**config.mk**
```make
export PLATFORM = sky130hd
export DESIGN_NAME = svmon_ctrl
export DESIGN_NICKNAME = d
export VERILOG_FILES = /design/src/design/svmon_pkg.sv /design/src/design/svmon_sticky_bit.sv /design/src/design/svmon_irq.sv /design/src/design/svmon_ctrl.sv
export VERILOG_INCLUDE_DIRS = /design/src /design/src/design
export SDC_FILE = /design/constraint.sdc
export NUM_CORES = 1
export LEC_CHECK = 0
export ABC_CLOCK_PERIOD_IN_PS = 2700
export CAP_MARGIN = 40
export CORE_ASPECT_RATIO = 0.75
export CORE_UTILIZATION = 50
export CTS_BUF_LIST = sky130_fd_sc_hd__clkbuf_8
export DETAILED_ROUTE_END_ITERATION = 7
export DONT_BUFFER_PORTS = 1
export PLACE_DENSITY_LB_ADDON = 0.25
export REMOVE_ABC_BUFFERS = 1
export SYNTH_ARGS = -nofsm -noshare
export SYNTH_HDL_FRONTEND = slang
export SYNTH_HIERARCHICAL = 1
export SYNTH_SLANG_ARGS = --single-unit
```
**constraint.sdc**
```tcl
create_clock -name clk_in -period 2.7 [get_ports clk_in]
set_clock_uncertainty 0.2 [all_clocks]
set_input_delay 0.27 -clock clk_in [delete_from_list [all_inputs] [get_ports clk_in]]
set_output_delay 0.27 -clock clk_in [all_outputs]
set_load 0.1 [all_outputs]
```
**src/design/svmon_cfg.svh**
```systemverilog
`ifndef SVMON_CFG_SVH
`define SVMON_CFG_SVH

// register byte offsets
`define SVMON_OFF_STICKY      8'h00
`define SVMON_OFF_LIVE        8'h04
`define SVMON_OFF_RD_MASK     8'h08
`define SVMON_OFF_INT_EN      8'h0c
`define SVMON_OFF_RST_SEL     8'h10
`define SVMON_OFF_THRESH      8'h14
`define SVMON_OFF_IRQ_STAT    8'h18
`define SVMON_OFF_IRQ_MASK    8'h1c

// monitor bit positions, same in sticky, live and enable registers
`define SVMON_BIT_DIG_LOW     0
`define SVMON_BIT_ANA_LOW     1
`define SVMON_BIT_ANA_HIGH    2

// reset select field
`define SVMON_RSEL_DIG_BIT    6
`define SVMON_RSEL_ANA_BIT    7

// threshold field
`define SVMON_THR_DIG_LSB     0
`define SVMON_THR_ANA_LSB     4

// reset values
`define SVMON_RST_INT_EN      3'h0
`define SVMON_RST_RST_SEL     2'h0
`define SVMON_RST_THRESH      4'h0
`define SVMON_RST_RD_MASK     3'h7
`define SVMON_RST_FLAGS       3'h0

// fixed high detector trip level and low monitor trip code step, millivolts
`define SVMON_HIGH_TRIP_MV    5750
`define SVMON_LOW_STEP_MV     250

`endif

```
**src/design/svmon_pkg.sv**
```systemverilog
package svmon_pkg;
  typedef logic [2:0]  svmon_flags_t;
  typedef logic [3:0]  svmon_thresh_t;
  typedef logic [31:0] svmon_word_t;
  typedef logic [7:0]  svmon_addr_t;
  typedef enum logic [1:0] {
    SVMON_ACC_IDLE,
    SVMON_ACC_READ,
    SVMON_ACC_WRITE
  } svmon_acc_t;
endpackage

```
**src/design/svmon_sticky_bit.sv**
```systemverilog
`timescale 1ns/1ps
`default_nettype none
module svmon_sticky_bit (
  input  wire logic clk_in,
  input  wire logic reset_n_in,
  input  wire logic set_in,
  input  wire logic clear_in,
  input  wire logic flush_in,
  output logic      flag_out
);
  logic flag_reg;
  logic flag_next;

  // flush beats set: a voltage reset leaves nothing behind
  always_comb begin
    flag_next = flag_reg;
    if (flush_in) begin
      flag_next = 1'b0;
    end else if (set_in) begin
      flag_next = 1'b1;
    end else if (clear_in) begin
      flag_next = 1'b0;
    end
  end

  always_ff @(posedge clk_in or negedge reset_n_in) begin
    if (!reset_n_in) begin
      flag_reg <= 1'b0;
    end else begin
      flag_reg <= flag_next;
    end
  end

  assign flag_out = flag_reg;
endmodule
`default_nettype wire

```
**src/design/svmon_irq.sv**
```systemverilog
`timescale 1ns/1ps
`default_nettype none
`include "svmon_cfg.svh"
module svmon_irq (
  input  wire logic                  clk_in,
  input  wire logic                  reset_n_in,
  input  wire svmon_pkg::svmon_flags_t event_in,
  input  wire logic                  wr_stat_in,
  input  wire logic                  wr_mask_in,
  input  wire svmon_pkg::svmon_flags_t wdata_in,
  output svmon_pkg::svmon_flags_t    status_out,
  output svmon_pkg::svmon_flags_t    mask_out,
  output logic                       irq_out
);
  import svmon_pkg::*;
  svmon_flags_t stat_reg;
  svmon_flags_t mask_reg;

  // a new event wins over a write-one-to-clear in the same cycle
  always_ff @(posedge clk_in or negedge reset_n_in) begin
    if (!reset_n_in) begin
      stat_reg <= `SVMON_RST_FLAGS;
    end else begin
      stat_reg <= (stat_reg & ~(wr_stat_in ? wdata_in : 3'h0)) | event_in;
    end
  end

  always_ff @(posedge clk_in or negedge reset_n_in) begin
    if (!reset_n_in) begin
      mask_reg <= `SVMON_RST_FLAGS;
    end else if (wr_mask_in) begin
      mask_reg <= wdata_in;
    end
  end

  assign status_out = stat_reg;
  assign mask_out   = mask_reg;
  assign irq_out    = |(stat_reg & mask_reg);
endmodule
`default_nettype wire

```
**src/design/svmon_ctrl.sv**
```systemverilog
// Summary of operation
// - A voltage reset is a one-cycle pulse that returns monitor enables and reset selects to off.
// - Re-enabling a reset while the supply is still out of range fires the reset again.
// - Any voltage reset clears both the sticky and the live status registers.
// - Enabling the high monitor turns its output on at a fixed 5.75 V trip level.
// - A sticky flag sets while its supply is out of range and holds until read-cleared or reset.
// - A sticky read returns and clears only the bits in the read mask, others read as zero.
// - Sticky flags sit at bit 0 digital low, bit 1 analog low, bit 2 analog high.
// - A live bit follows its detector output with no latching.
// - Live bits use the same placement as the sticky flags.
// - Each low monitor takes a 4-bit trip code, 250 mV per step from 1.70 V.
// - Three enables gate events; two selects turn a low event into a reset instead.
// - The combined event output is a level, high while any routed enabled detector fires.
`timescale 1ns/1ps
`default_nettype none
`include "svmon_cfg.svh"
module svmon_ctrl (
  input  wire logic                  clk_in,
  input  wire logic                  reset_n_in,
  input  wire logic                  wb_cyc_in,
  input  wire logic                  wb_stb_in,
  input  wire logic                  wb_we_in,
  input  wire svmon_pkg::svmon_addr_t wb_adr_in,
  input  wire logic [3:0]            wb_sel_in,
  input  wire svmon_pkg::svmon_word_t wb_dat_in,
  output svmon_pkg::svmon_word_t     wb_dat_out,
  output logic                       wb_ack_out,
  input  wire logic                  dig_low_cmp_in,
  input  wire logic                  ana_low_cmp_in,
  input  wire logic                  ana_high_cmp_in,
  output svmon_pkg::svmon_flags_t    monitor_enable_out,
  output svmon_pkg::svmon_thresh_t   dig_thresh_out,
  output svmon_pkg::svmon_thresh_t   ana_thresh_out,
  output logic                       voltage_reset_out,
  output logic                       voltage_event_out,
  output logic                       irq_out
);
  import svmon_pkg::*;

  function automatic logic addr_hit(input svmon_addr_t a, input svmon_addr_t off);
    addr_hit = (a[7:2] == off[7:2]);
  endfunction

  svmon_flags_t  int_en_reg;
  logic [1:0]    rst_sel_reg;
  svmon_thresh_t dig_thr_reg;
  svmon_thresh_t ana_thr_reg;
  svmon_flags_t  rd_mask_reg;
  svmon_flags_t  live_reg;
  svmon_flags_t  sticky;
  svmon_flags_t  det;
  svmon_flags_t  cmp;
  svmon_flags_t  clr;
  svmon_flags_t  irq_event;
  svmon_flags_t  irq_stat;
  svmon_flags_t  irq_mask;
  svmon_flags_t  routed;
  logic          trig;
  logic          vrst_reg;
  logic          ack_reg;
  svmon_word_t   dat_reg;
  svmon_word_t   rd_data;
  svmon_acc_t    acc;
  logic          wr_lane0;
  logic          rd_sticky;

  // bus access classification, one cycle per request
  always_comb begin
    acc = SVMON_ACC_IDLE;
    if (wb_cyc_in && wb_stb_in && !ack_reg) begin
      acc = wb_we_in ? SVMON_ACC_WRITE : SVMON_ACC_READ;
    end
  end

  assign wr_lane0  = (acc == SVMON_ACC_WRITE) && wb_sel_in[0];
  assign rd_sticky = (acc == SVMON_ACC_READ) && addr_hit(wb_adr_in, `SVMON_OFF_STICKY);

  // detector outputs only count while their monitor is enabled
  assign cmp[`SVMON_BIT_DIG_LOW]  = dig_low_cmp_in;
  assign cmp[`SVMON_BIT_ANA_LOW]  = ana_low_cmp_in;
  assign cmp[`SVMON_BIT_ANA_HIGH] = ana_high_cmp_in;
  assign det = cmp & int_en_reg;

  // the high detector has no reset option, it only ever interrupts
  assign routed = int_en_reg & ~{1'b0, rst_sel_reg};

  // reset fires whenever an enabled low monitor with reset selected trips
  assign trig = |(det[1:0] & rst_sel_reg);

  always_ff @(posedge clk_in or negedge reset_n_in) begin
    if (!reset_n_in) begin
      vrst_reg <= 1'b0;
    end else begin
      vrst_reg <= trig;
    end
  end

  // enable register; a voltage reset beats a software write
  always_ff @(posedge clk_in or negedge reset_n_in) begin
    if (!reset_n_in) begin
      int_en_reg <= `SVMON_RST_INT_EN;
    end else if (trig) begin
      int_en_reg <= `SVMON_RST_INT_EN;
    end else if (wr_lane0 && addr_hit(wb_adr_in, `SVMON_OFF_INT_EN)) begin
      int_en_reg <= wb_dat_in[2:0];
    end
  end

  always_ff @(posedge clk_in or negedge reset_n_in) begin
    if (!reset_n_in) begin
      rst_sel_reg <= `SVMON_RST_RST_SEL;
    end else if (trig) begin
      rst_sel_reg <= `SVMON_RST_RST_SEL;
    end else if (wr_lane0 && addr_hit(wb_adr_in, `SVMON_OFF_RST_SEL)) begin
      rst_sel_reg <= {wb_dat_in[`SVMON_RSEL_ANA_BIT], wb_dat_in[`SVMON_RSEL_DIG_BIT]};
    end
  end

  // trip codes survive a voltage reset; enables, selects, live and sticky bits revert
  always_ff @(posedge clk_in or negedge reset_n_in) begin
    if (!reset_n_in) begin
      dig_thr_reg <= `SVMON_RST_THRESH;
      ana_thr_reg <= `SVMON_RST_THRESH;
    end else if (wr_lane0 && addr_hit(wb_adr_in, `SVMON_OFF_THRESH)) begin
      dig_thr_reg <= wb_dat_in[`SVMON_THR_DIG_LSB +: 4];
      ana_thr_reg <= wb_dat_in[`SVMON_THR_ANA_LSB +: 4];
    end
  end

  always_ff @(posedge clk_in or negedge reset_n_in) begin
    if (!reset_n_in) begin
      rd_mask_reg <= `SVMON_RST_RD_MASK;
    end else if (wr_lane0 && addr_hit(wb_adr_in, `SVMON_OFF_RD_MASK)) begin
      rd_mask_reg <= wb_dat_in[2:0];
    end
  end

  // live copy of the gated detectors, one register stage
  always_ff @(posedge clk_in or negedge reset_n_in) begin
    if (!reset_n_in) begin
      live_reg <= `SVMON_RST_FLAGS;
    end else if (trig) begin
      live_reg <= `SVMON_RST_FLAGS;
    end else begin
      live_reg <= det;
    end
  end

  assign clr = rd_sticky ? rd_mask_reg : 3'h0;

  genvar gi;
  generate
    for (gi = 0; gi < 3; gi++) begin : g_sticky
      svmon_sticky_bit u_flag (
        .clk_in     (clk_in),
        .reset_n_in (reset_n_in),
        .set_in     (det[gi]),
        .clear_in   (clr[gi]),
        .flush_in   (trig),
        .flag_out   (sticky[gi])
      );
    end
  endgenerate

  // rising edges of routed detectors feed the interrupt status
  assign irq_event = det & ~live_reg & routed & {3{!trig}};

  svmon_irq u_irq (
    .clk_in     (clk_in),
    .reset_n_in (reset_n_in),
    .event_in   (irq_event),
    .wr_stat_in (wr_lane0 && addr_hit(wb_adr_in, `SVMON_OFF_IRQ_STAT)),
    .wr_mask_in (wr_lane0 && addr_hit(wb_adr_in, `SVMON_OFF_IRQ_MASK)),
    .wdata_in   (wb_dat_in[2:0]),
    .status_out (irq_stat),
    .mask_out   (irq_mask),
    .irq_out    (irq_out)
  );

  // read mux; unmapped addresses read zero and still acknowledge
  always_comb begin
    rd_data = 32'h0000_0000;
    if (addr_hit(wb_adr_in, `SVMON_OFF_STICKY)) begin
      rd_data[2:0] = sticky & rd_mask_reg;
    end else if (addr_hit(wb_adr_in, `SVMON_OFF_LIVE)) begin
      rd_data[2:0] = live_reg;
    end else if (addr_hit(wb_adr_in, `SVMON_OFF_RD_MASK)) begin
      rd_data[2:0] = rd_mask_reg;
    end else if (addr_hit(wb_adr_in, `SVMON_OFF_INT_EN)) begin
      rd_data[2:0] = int_en_reg;
    end else if (addr_hit(wb_adr_in, `SVMON_OFF_RST_SEL)) begin
      rd_data[`SVMON_RSEL_DIG_BIT] = rst_sel_reg[0];
      rd_data[`SVMON_RSEL_ANA_BIT] = rst_sel_reg[1];
    end else if (addr_hit(wb_adr_in, `SVMON_OFF_THRESH)) begin
      rd_data[7:0] = {ana_thr_reg, dig_thr_reg};
    end else if (addr_hit(wb_adr_in, `SVMON_OFF_IRQ_STAT)) begin
      rd_data[2:0] = irq_stat;
    end else if (addr_hit(wb_adr_in, `SVMON_OFF_IRQ_MASK)) begin
      rd_data[2:0] = irq_mask;
    end
  end

  always_ff @(posedge clk_in or negedge reset_n_in) begin
    if (!reset_n_in) begin
      ack_reg <= 1'b0;
    end else begin
      ack_reg <= (acc != SVMON_ACC_IDLE);
    end
  end

  always_ff @(posedge clk_in or negedge reset_n_in) begin
    if (!reset_n_in) begin
      dat_reg <= 32'h0000_0000;
    end else if (acc == SVMON_ACC_READ) begin
      dat_reg <= rd_data;
    end
  end

  assign wb_dat_out         = dat_reg;
  assign wb_ack_out         = ack_reg;
  assign monitor_enable_out = int_en_reg;
  assign dig_thresh_out     = dig_thr_reg;
  assign ana_thresh_out     = ana_thr_reg;
  assign voltage_reset_out  = vrst_reg;
  assign voltage_event_out  = |(live_reg & routed);
endmodule
`default_nettype wire

```
==> results of run 1 <==
==> worst reg2reg max path, delay by kind of cell, from the launching register on <==
family / cells / cell delay (ns)
flip-flops: 1 / 0.37
AND/OR/NAND/NOR: 3 / 1.00
multiplexers: 1 / 0.40
==> report_power, final <==
group | total [W] | switching [W] | internal (W)
combinational | 0.000322 | 0.000254 | 0.0000680
sequential | 0.000628 | 0.0000254 | 0.000602
clock | 0.000403 | 0.000201 | 0.000202
==> cells in the mapped netlist, types with 3 or more instances <==
cell      number  area share, %
buf_2          3           0.73
mux2i_1        9            4.4
a21o_1         3            1.1
nor3_1         3           0.73
nand2_1       17            3.1
clkbuf_1       4           0.73
a211oi_1       4            1.5
a22o_1         4            1.7
buf_4         24            8.8
nand2b_1       4            1.2
dfrtp_1       35             43
nor2_1        13            2.4
o21ai_0        5            1.2
mux2_1         4            2.2
a21oi_2        3            1.3
nor4_1         3           0.91
and3_1         5            1.5
dfstp_2        3            3.8
inv_1          8            1.5
mux2_2        10            5.5
a21oi_1        8            1.9
==> what timing repair did <==
action | CTS | global route
hold endpoints to repair | 64 | 0
endpoints found under the setup margin | 0 | 0
hold buffers | 15 | 0
buffers inserted | 0 | 0
==> per-stage QoR <==
step,instance area [sq um],total power (W)
after floorplan,1910,0.000885
after global placement,2090,0.000906
after detailed placement,2230,0.000923
after CTS,2480,0.00136
after global routing,2510,0.00140
final,2510,0.00135
==> cell type report <==
class,count,area [sq um]
Clock inverter,2,8.76
Tap cell,52,65.1
Timing Repair Buffer,36,438
Inverter,8,30.0
Clock buffer,6,82.6
Fill cell,297,1290
Multi-Input combinational cell,141,931
Sequential cell,38,955
==> logic make-up after synthesis <==
| family | count (synthesis) | share of synthesized area (%) |
|---|---|---|
| flip-flops | 38 | 46.4 |
| buffers and inverters | 41 | 12.8 |
| multiplexers | 23 | 12.0 |
| AO/OA/AOI/OAI | 36 | 13.2 |
| other | 1 | 0.182 |
| AND/OR/NAND/NOR | 58 | 15.4 |
==> routing by layer <==
metal  wire length [um]  up-vias
li1                   -      708
met4                141        0
met1               2020      790
met5                  0        -
met3                292       11
met2               2340       70
==> worst max path at each step <==
stage	startpoint	to	slack (ns)	depth (start not counted)
6_report	wb_adr_in[5]	ana_thresh_out[2]$_DFFE_PN0P_	0.61	4
5_1_grt	wb_ack_out$_DFF_PN0_	ana_thresh_out[0]$_DFFE_PN0P_	0.53	4
4_1_cts	wb_ack_out$_DFF_PN0_	ana_thresh_out[2]$_DFFE_PN0P_	0.63	4
3_5_place_dp	wb_adr_in[5]	ana_thresh_out[2]$_DFFE_PN0P_	0.32	4
3_3_place_gp	wb_adr_in[5]	ana_thresh_out[2]$_DFFE_PN0P_	0.33	4
2_1_floorplan	monitor_enable_out[0]$_DFFE_PN0P_	voltage_event_out	-0.95	2
==> key figures, run 1 <==
Detailed routing
  • Wirelength per Cell: between 15 and 20 um
  • Detailed Route WL: 4790 um
  • Residual DRC: 0
  • Vias: 1579
  • Post-DRT Antenna Nets: 0
  • Vias per inst: between 5 and 6
  • DRT Pass-1 Iters: 4
  • Detailed Route Iter0 Violations: 91

STA
  • Fin crit share: 77.6%
  • Max-slew violations: 0
  • Final setup vio count: 0
  • Max transition margin: 39.8%
  • Fin Hold WS: 0.0290 ns
  • Final hold vios: 0
  • Tightest Pin Transition: 0.902 ns
  • Final min period: about 2.1 ns
  • Post-route setup slack: 0.605 ns
  • Total Neg Setup Slack: 0 ns
  • Unrepaired setup endpoints after global routing: false
  • Fmax: 0.477 GHz

Clock network
  • Clock latency at the later pin of the worst-skew pair: 0.29 ns
  • Reg clk slew, reported paths: 0.07 ns
  • CTS resizes: 0
  • CTS Sinks: 38
  • CTS buffer count: 5
  • CTS root buffer: clkbuf_8
  • Max clock buf depth: 2
  • H-tree Lvls: 2
  • TritonCTS clock tree: done

Cells and area
  • Share of layout cells above drive strength 1: 22.5%
  • Largest register FFs: 8
  • NumNets Final: 282
  • Util after Layout: 66.0%
  • Area grow syn2layout: 21.9%
  • Most frequent cells in the layout: dfrtp_1 (35), conb_1 (24), nand2_1 (17)
  • Fin cells: between 200 and 300
  • # diodes: 0
  • Most common cell after layout, fill and taps aside: dfrtp_1

Global routing
  • Initial antenna violation count: 0
  • Met2 usage: roughly two fifths
  • First-pass GRT wire length: 7810 um
  • Vias in the first global route: 1522
  • Largest net degree at the start of global routing: 39
  • GRT Max-Usage Layer: met2
  • Grt met3 use: about 4.6%
  • Tot GR Track Use: roughly 24%
  • Global routing met1 resource utilization: 31.1%
  • Total gr overflow: 0

Pwr
  • Leakage power: 1.23 nW
  • PD cells: 539 nW/um^2
  • Peak supply drop: 344 uV

Min path
  • Worst Hold End: rst_sel_reg[0]$_DFFE_PN0P_
  • Worst Hold Depth: 3
  • Hold WC Path Type: primary input to register
  • Hold path startpoint: wb_adr_in[2]

Die
  • CORE AREA: 3800 sq um
  • Die width: roughly 76 um
  • Cell Rows: 19
  • IO Pins: 99
  • Die Ht: between 50 and 60 um
  • Full die area: 4380 sq um
  • Starting Density: 54.1%

Critical path
  • Critical Path RT: 2.68 ns
  • Element type at the critical path start: primary input
  • CP endpoint kind: register
  • Worst reg2reg path endpoint: ana_thresh_out[2]$_DFFE_PN0P_
  • Worst r2r src: wb_ack_out$_DFF_PN0_
  • R2R depth: 4
  • Critical Path Fanout Max: 8
  • Arrival @ worst endpoint: 2.08 ns
  • Crit-path cells: or4b_1 > nor2_4 > and3_1 > mux2_2
  • CP max-delay cell: or4b_1
  • Type of the worst setup path: primary input to register
  • Critical path's top delay family: simple AND/OR/NAND/NOR gates
  • Reg-to-reg slack, setup: 0.61 ns
  • CP peak stage delay: slightly above 0.7 ns
  • CP Buf/Inv Count: 0

Place
  • Cells after DPL: roughly 260
  • Port Buffers: 0
  • DP Worst Slack: 0.324 ns
  • DP HPWL: ~3300 um
  • Global placement routability congestion: 0.933

Logic synthesis
  • Synth unique cells: 40
  • Post-synth EDFFs: 0
  • Sequential-to-total area share from yosys stat: 46.4%
  • Syn avg cell area: 10.4 sq um
  • Cell Area, Synth: 2060 sq um
  • Most common flop cell mapped by yosys: dfrtp_1
  • Post-synth ARST share: 100%
  • Flops & latches, synth: 38
  • Cells after synthesis: 197
  • Yosys warns: 6

Run status
  • Status: completed

Flow run
  • Max-cap violations: 0
No activity file was read; power rests on OpenSTA's default activity.
==> run 2, diff against run 1 <==
--- a/config.mk
+++ b/config.mk
@@ -6,7 +6,7 @@
 export SDC_FILE = /design/constraint.sdc
 export NUM_CORES = 1
 export LEC_CHECK = 0
-export ABC_CLOCK_PERIOD_IN_PS = 2700
+export ABC_CLOCK_PERIOD_IN_PS = 2150
 export CAP_MARGIN = 40
 export CORE_ASPECT_RATIO = 0.75
 export CORE_UTILIZATION = 50
==> constraint.sdc (replaced) <==
create_clock -name clk_in -period 2.15 [get_ports clk_in]
set_clock_uncertainty 0.2 [all_clocks]
set_input_delay 0.215 -clock clk_in [delete_from_list [all_inputs] [get_ports clk_in]]
set_output_delay 0.215 -clock clk_in [all_outputs]
set_load 0.1 [all_outputs]
==> run 2 against run 1 <==
  * Register-to-register slack worse by 0.53 ns
  * Via count increased by 2.7%
  * Flip-flop and latch count unchanged
  * Global-route usage is 0.59 points higher
  * Clock-buffer cell count is the same
  * Critical path depth rose by 1
  * Clock power is 88% higher
  * Routed wire length grew 4.0%
  * Design area is 0.85% higher
  * Critical endpoint is now rst_sel_reg[1]$_DFFE_PN0P_
  * Total power rose by 44%
  * Largest cell class unchanged
==> key figures, run 2 (synthesis results as in run 1) <==
Critical path
  • Critical Path RT: 2.17 ns (was 2.68 ns)
  • CP max-delay cell: dlygate4sd3_1 (was or4b_1)
  • CP peak stage delay: 0.57 ns (was 0.71 ns)
  • Critical Path Fanout Max: 6 (was 8)
  • Crit-path cells: nand3b_1 > nor3_2 > nand3_1 > dlygate4sd3_1 > a21oi_1 (was or4b_1 > nor2_4 > and3_1 > mux2_2)
  • Element type at the critical path start: register (was primary input)
  • Critical path's top delay family: simple AND/OR/NAND/NOR gates (unchanged)
  • CP Buf/Inv Count: 1 (was 0)
  • Type of the worst setup path: register to register (was primary input to register)
  • CP endpoint kind: register (unchanged)
  • Arrival @ worst endpoint: 2.09 ns (was 2.08 ns)

Die
  • CORE AREA: 3800 sq um (unchanged)
  • Full die area: 4380 sq um (unchanged)
  • Die Ht: 57.6 um (unchanged)
  • Starting Density: 54.1% (unchanged)
  • Die width: 76.1 um (unchanged)
  • Cell Rows: 19 (unchanged)
  • IO Pins: 99 (unchanged)

Cells and area
  • Share of layout cells above drive strength 1: 25.4% (was 22.5%)
  • Fill count: 301 (was 297)
  • NumNets Final: 291 (was 282)
  • # diodes: 0 (unchanged)
  • Multi-input gate area: 936 sq um (was 931 sq um)
  • Most common cell after layout, fill and taps aside: dfrtp_1 (unchanged)
  • Largest register FFs: 8 (unchanged)
  • Most frequent cells in the layout: dfrtp_1 (35), buf_4 (27), conb_1 (24) (was dfrtp_1 (35), conb_1 (24), nand2_1 (17))
  • Area grow syn2layout: 23.0% (was 21.9%)
  • Register Area: 955 sq um (unchanged)
  • Fin cells: 292 (was 283)

Pwr
  • Leakage power: 1.25 nW (was 1.23 nW)
  • Peak supply drop: 491 uV (was 344 uV)
  • PD cells: 769 nW/um^2 (was 539 nW/um^2)

STA
  • Fmax: 0.482 GHz
  • Final min period: 2.07 ns
  • Fin crit share: a little over nine tenths
  • Unrepaired setup endpoints after global routing: false (unchanged)
  • Tightest Pin Transition: 0.821 ns (was 0.902 ns)
  • Max transition margin: 45.2% (was 39.8%)
  • Final setup vio count: 0 (unchanged)
  • Max-slew violations: 0 (unchanged)
  • Total Neg Setup Slack: 0 ns (unchanged)
  • Final hold vios: 0 (unchanged)

Min path
  • Hold WC Path Type: primary input to register (unchanged)

Detailed routing
  • Wirelength per Cell: 17.1 um (was 16.9 um)
  • Vias per inst: 5.55 (was 5.58)
  • Detailed Route WL: 4990 um (was 4790 um)
  • Post-DRT Antenna Nets: 0 (unchanged)
  • Detailed Route Iter0 Violations: 138 (was 91)
  • Residual DRC: 0 (unchanged)
  • Vias: 1621 (was 1579)
  • DRT Pass-1 Iters: 4 (unchanged)

Global routing
  • Vias in the first global route: 1570 (was 1522)
  • Total gr overflow: 0 (unchanged)
  • First-pass GRT wire length: 8230 um (was 7810 um)
  • Tot GR Track Use: 24.7% (was 24.1%)
  • Largest net degree at the start of global routing: 39 (unchanged)
  • Initial antenna violation count: 0 (unchanged)

Place
  • Port Buffers: 0 (unchanged)
  • Cells after DPL: 267 (was 259)
  • DP HPWL: 3310 um (about the same)
  • Global placement routability congestion: 0.867 (was 0.933)

Clock network
  • Reg clk slew, reported paths: 0.08 ns (was 0.07 ns)
  • CTS Sinks: 38 (unchanged)
  • CTS buffer count: 5 (unchanged)
  • H-tree Lvls: 2 (unchanged)
  • CTS root buffer: clkbuf_8 (unchanged)
  • Max clock buf depth: 2 (unchanged)
  • TritonCTS clock tree: done (unchanged)
  • Post-CTS Setup Bufs: 0 (unchanged)
  • Clock latency at the later pin of the worst-skew pair: 0.30 ns (was 0.29 ns)

Run status
  • Status: completed (unchanged)

Flow run
  • Max-cap violations: 0 (unchanged)
-- run 2: changes by cell type in the layout (fill, tap and decap cells not counted), sizes merged --
| cell | delta |
|---|---|
| buf | +7 |
| bufinv | +2 |
| clkinv | -1 |
| dlygate4sd3 | +2 |
| inv | -1 |
-- run 2: what timing repair did --
item                                    in CTS  in global routing
endpoints found under the hold margin       65                  0
hold buffers                                17                  0
resized for setup                            0                  1
endpoints found under the setup margin       0                  2
-- run 2: layout make-up --
| class | count | area share, % |
|---|---|---|
| clock inverters | 2 | 2.37 |
| inverters | 8 | 1.19 |
| well taps | 52 | 2.57 |
| repair buffers | 45 | 15.9 |
| flip-flops and latches | 38 | 37.7 |
| clock buffers | 6 | 3.26 |
| multi-input cells | 141 | 37.0 |
-- run 2: metal layers --
metal | vias to the layer above | wire (um) | GRT usage [%]
met1 | 798 | 2200 | 33.3
met5 | - | 0 | 0
met3 | 9 | 298 | 4.80
li1 | 727 | - | -
met4 | 0 | 79 | 9.34
met2 | 87 | 2410 | 40.3
-- run 2: stage by stage --
step	setup WS (ns)	instance area, sq um	total power (W)	hold WS [ns]	util (%)
global placement	0.0897	2200	0.00114	-0.279	57.9
global route	0.00318	2530	0.00200	0.0177	66.5
floorplan	-1.45	1910	0.00111	-0.281	-
CTS	0.0531	2530	0.00194	0.000438	66.4
detailed placement	0.0635	2200	0.00115	-0.279	57.9
finish	0.0753	2530	0.00195	0.00643	66.5
-- run 2: tightest hold or removal path, cell delays in order --
cell and delay (ns):
nand2_1 0.04, nor2_1 0.06, nand2_1 0.06, a21o_1 0.10
-- run 2: path summary, 6_finish.rpt --
path	start	endpoint	slack, ns	cells past startpoint
setup / recovery	wb_ack_out$_DFF_PN0_	rst_sel_reg[1]$_DFFE_PN0P_	0.08	5
hold / removal	wb_adr_in[3]	u_irq/status_out[1]$_DFF_PN0_	0.006	4
setup reg to reg	wb_ack_out$_DFF_PN0_	rst_sel_reg[1]$_DFFE_PN0P_	0.08	5
hold reg to reg	wb_dat_out[2]$_DFFE_PN0N_	wb_dat_out[2]$_DFFE_PN0N_	0.28	2
max in group asynchronous	reset_n_in	rd_mask_reg[0]$_DFFE_PN1P_	1.29	2
min in group asynchronous	reset_n_in	g_sticky[1].u_flag/flag_out$_DFFE_PN0P_	0.20	2
-- run 2: power by group --
group	switching, W	leakage [nW]	internal [W]
registers	0.0000311	0.512	0.000756
clock network	0.000263	0.0714	0.000495
logic	0.000322	0.671	0.0000786
total	0.000616	1.25	0.00133
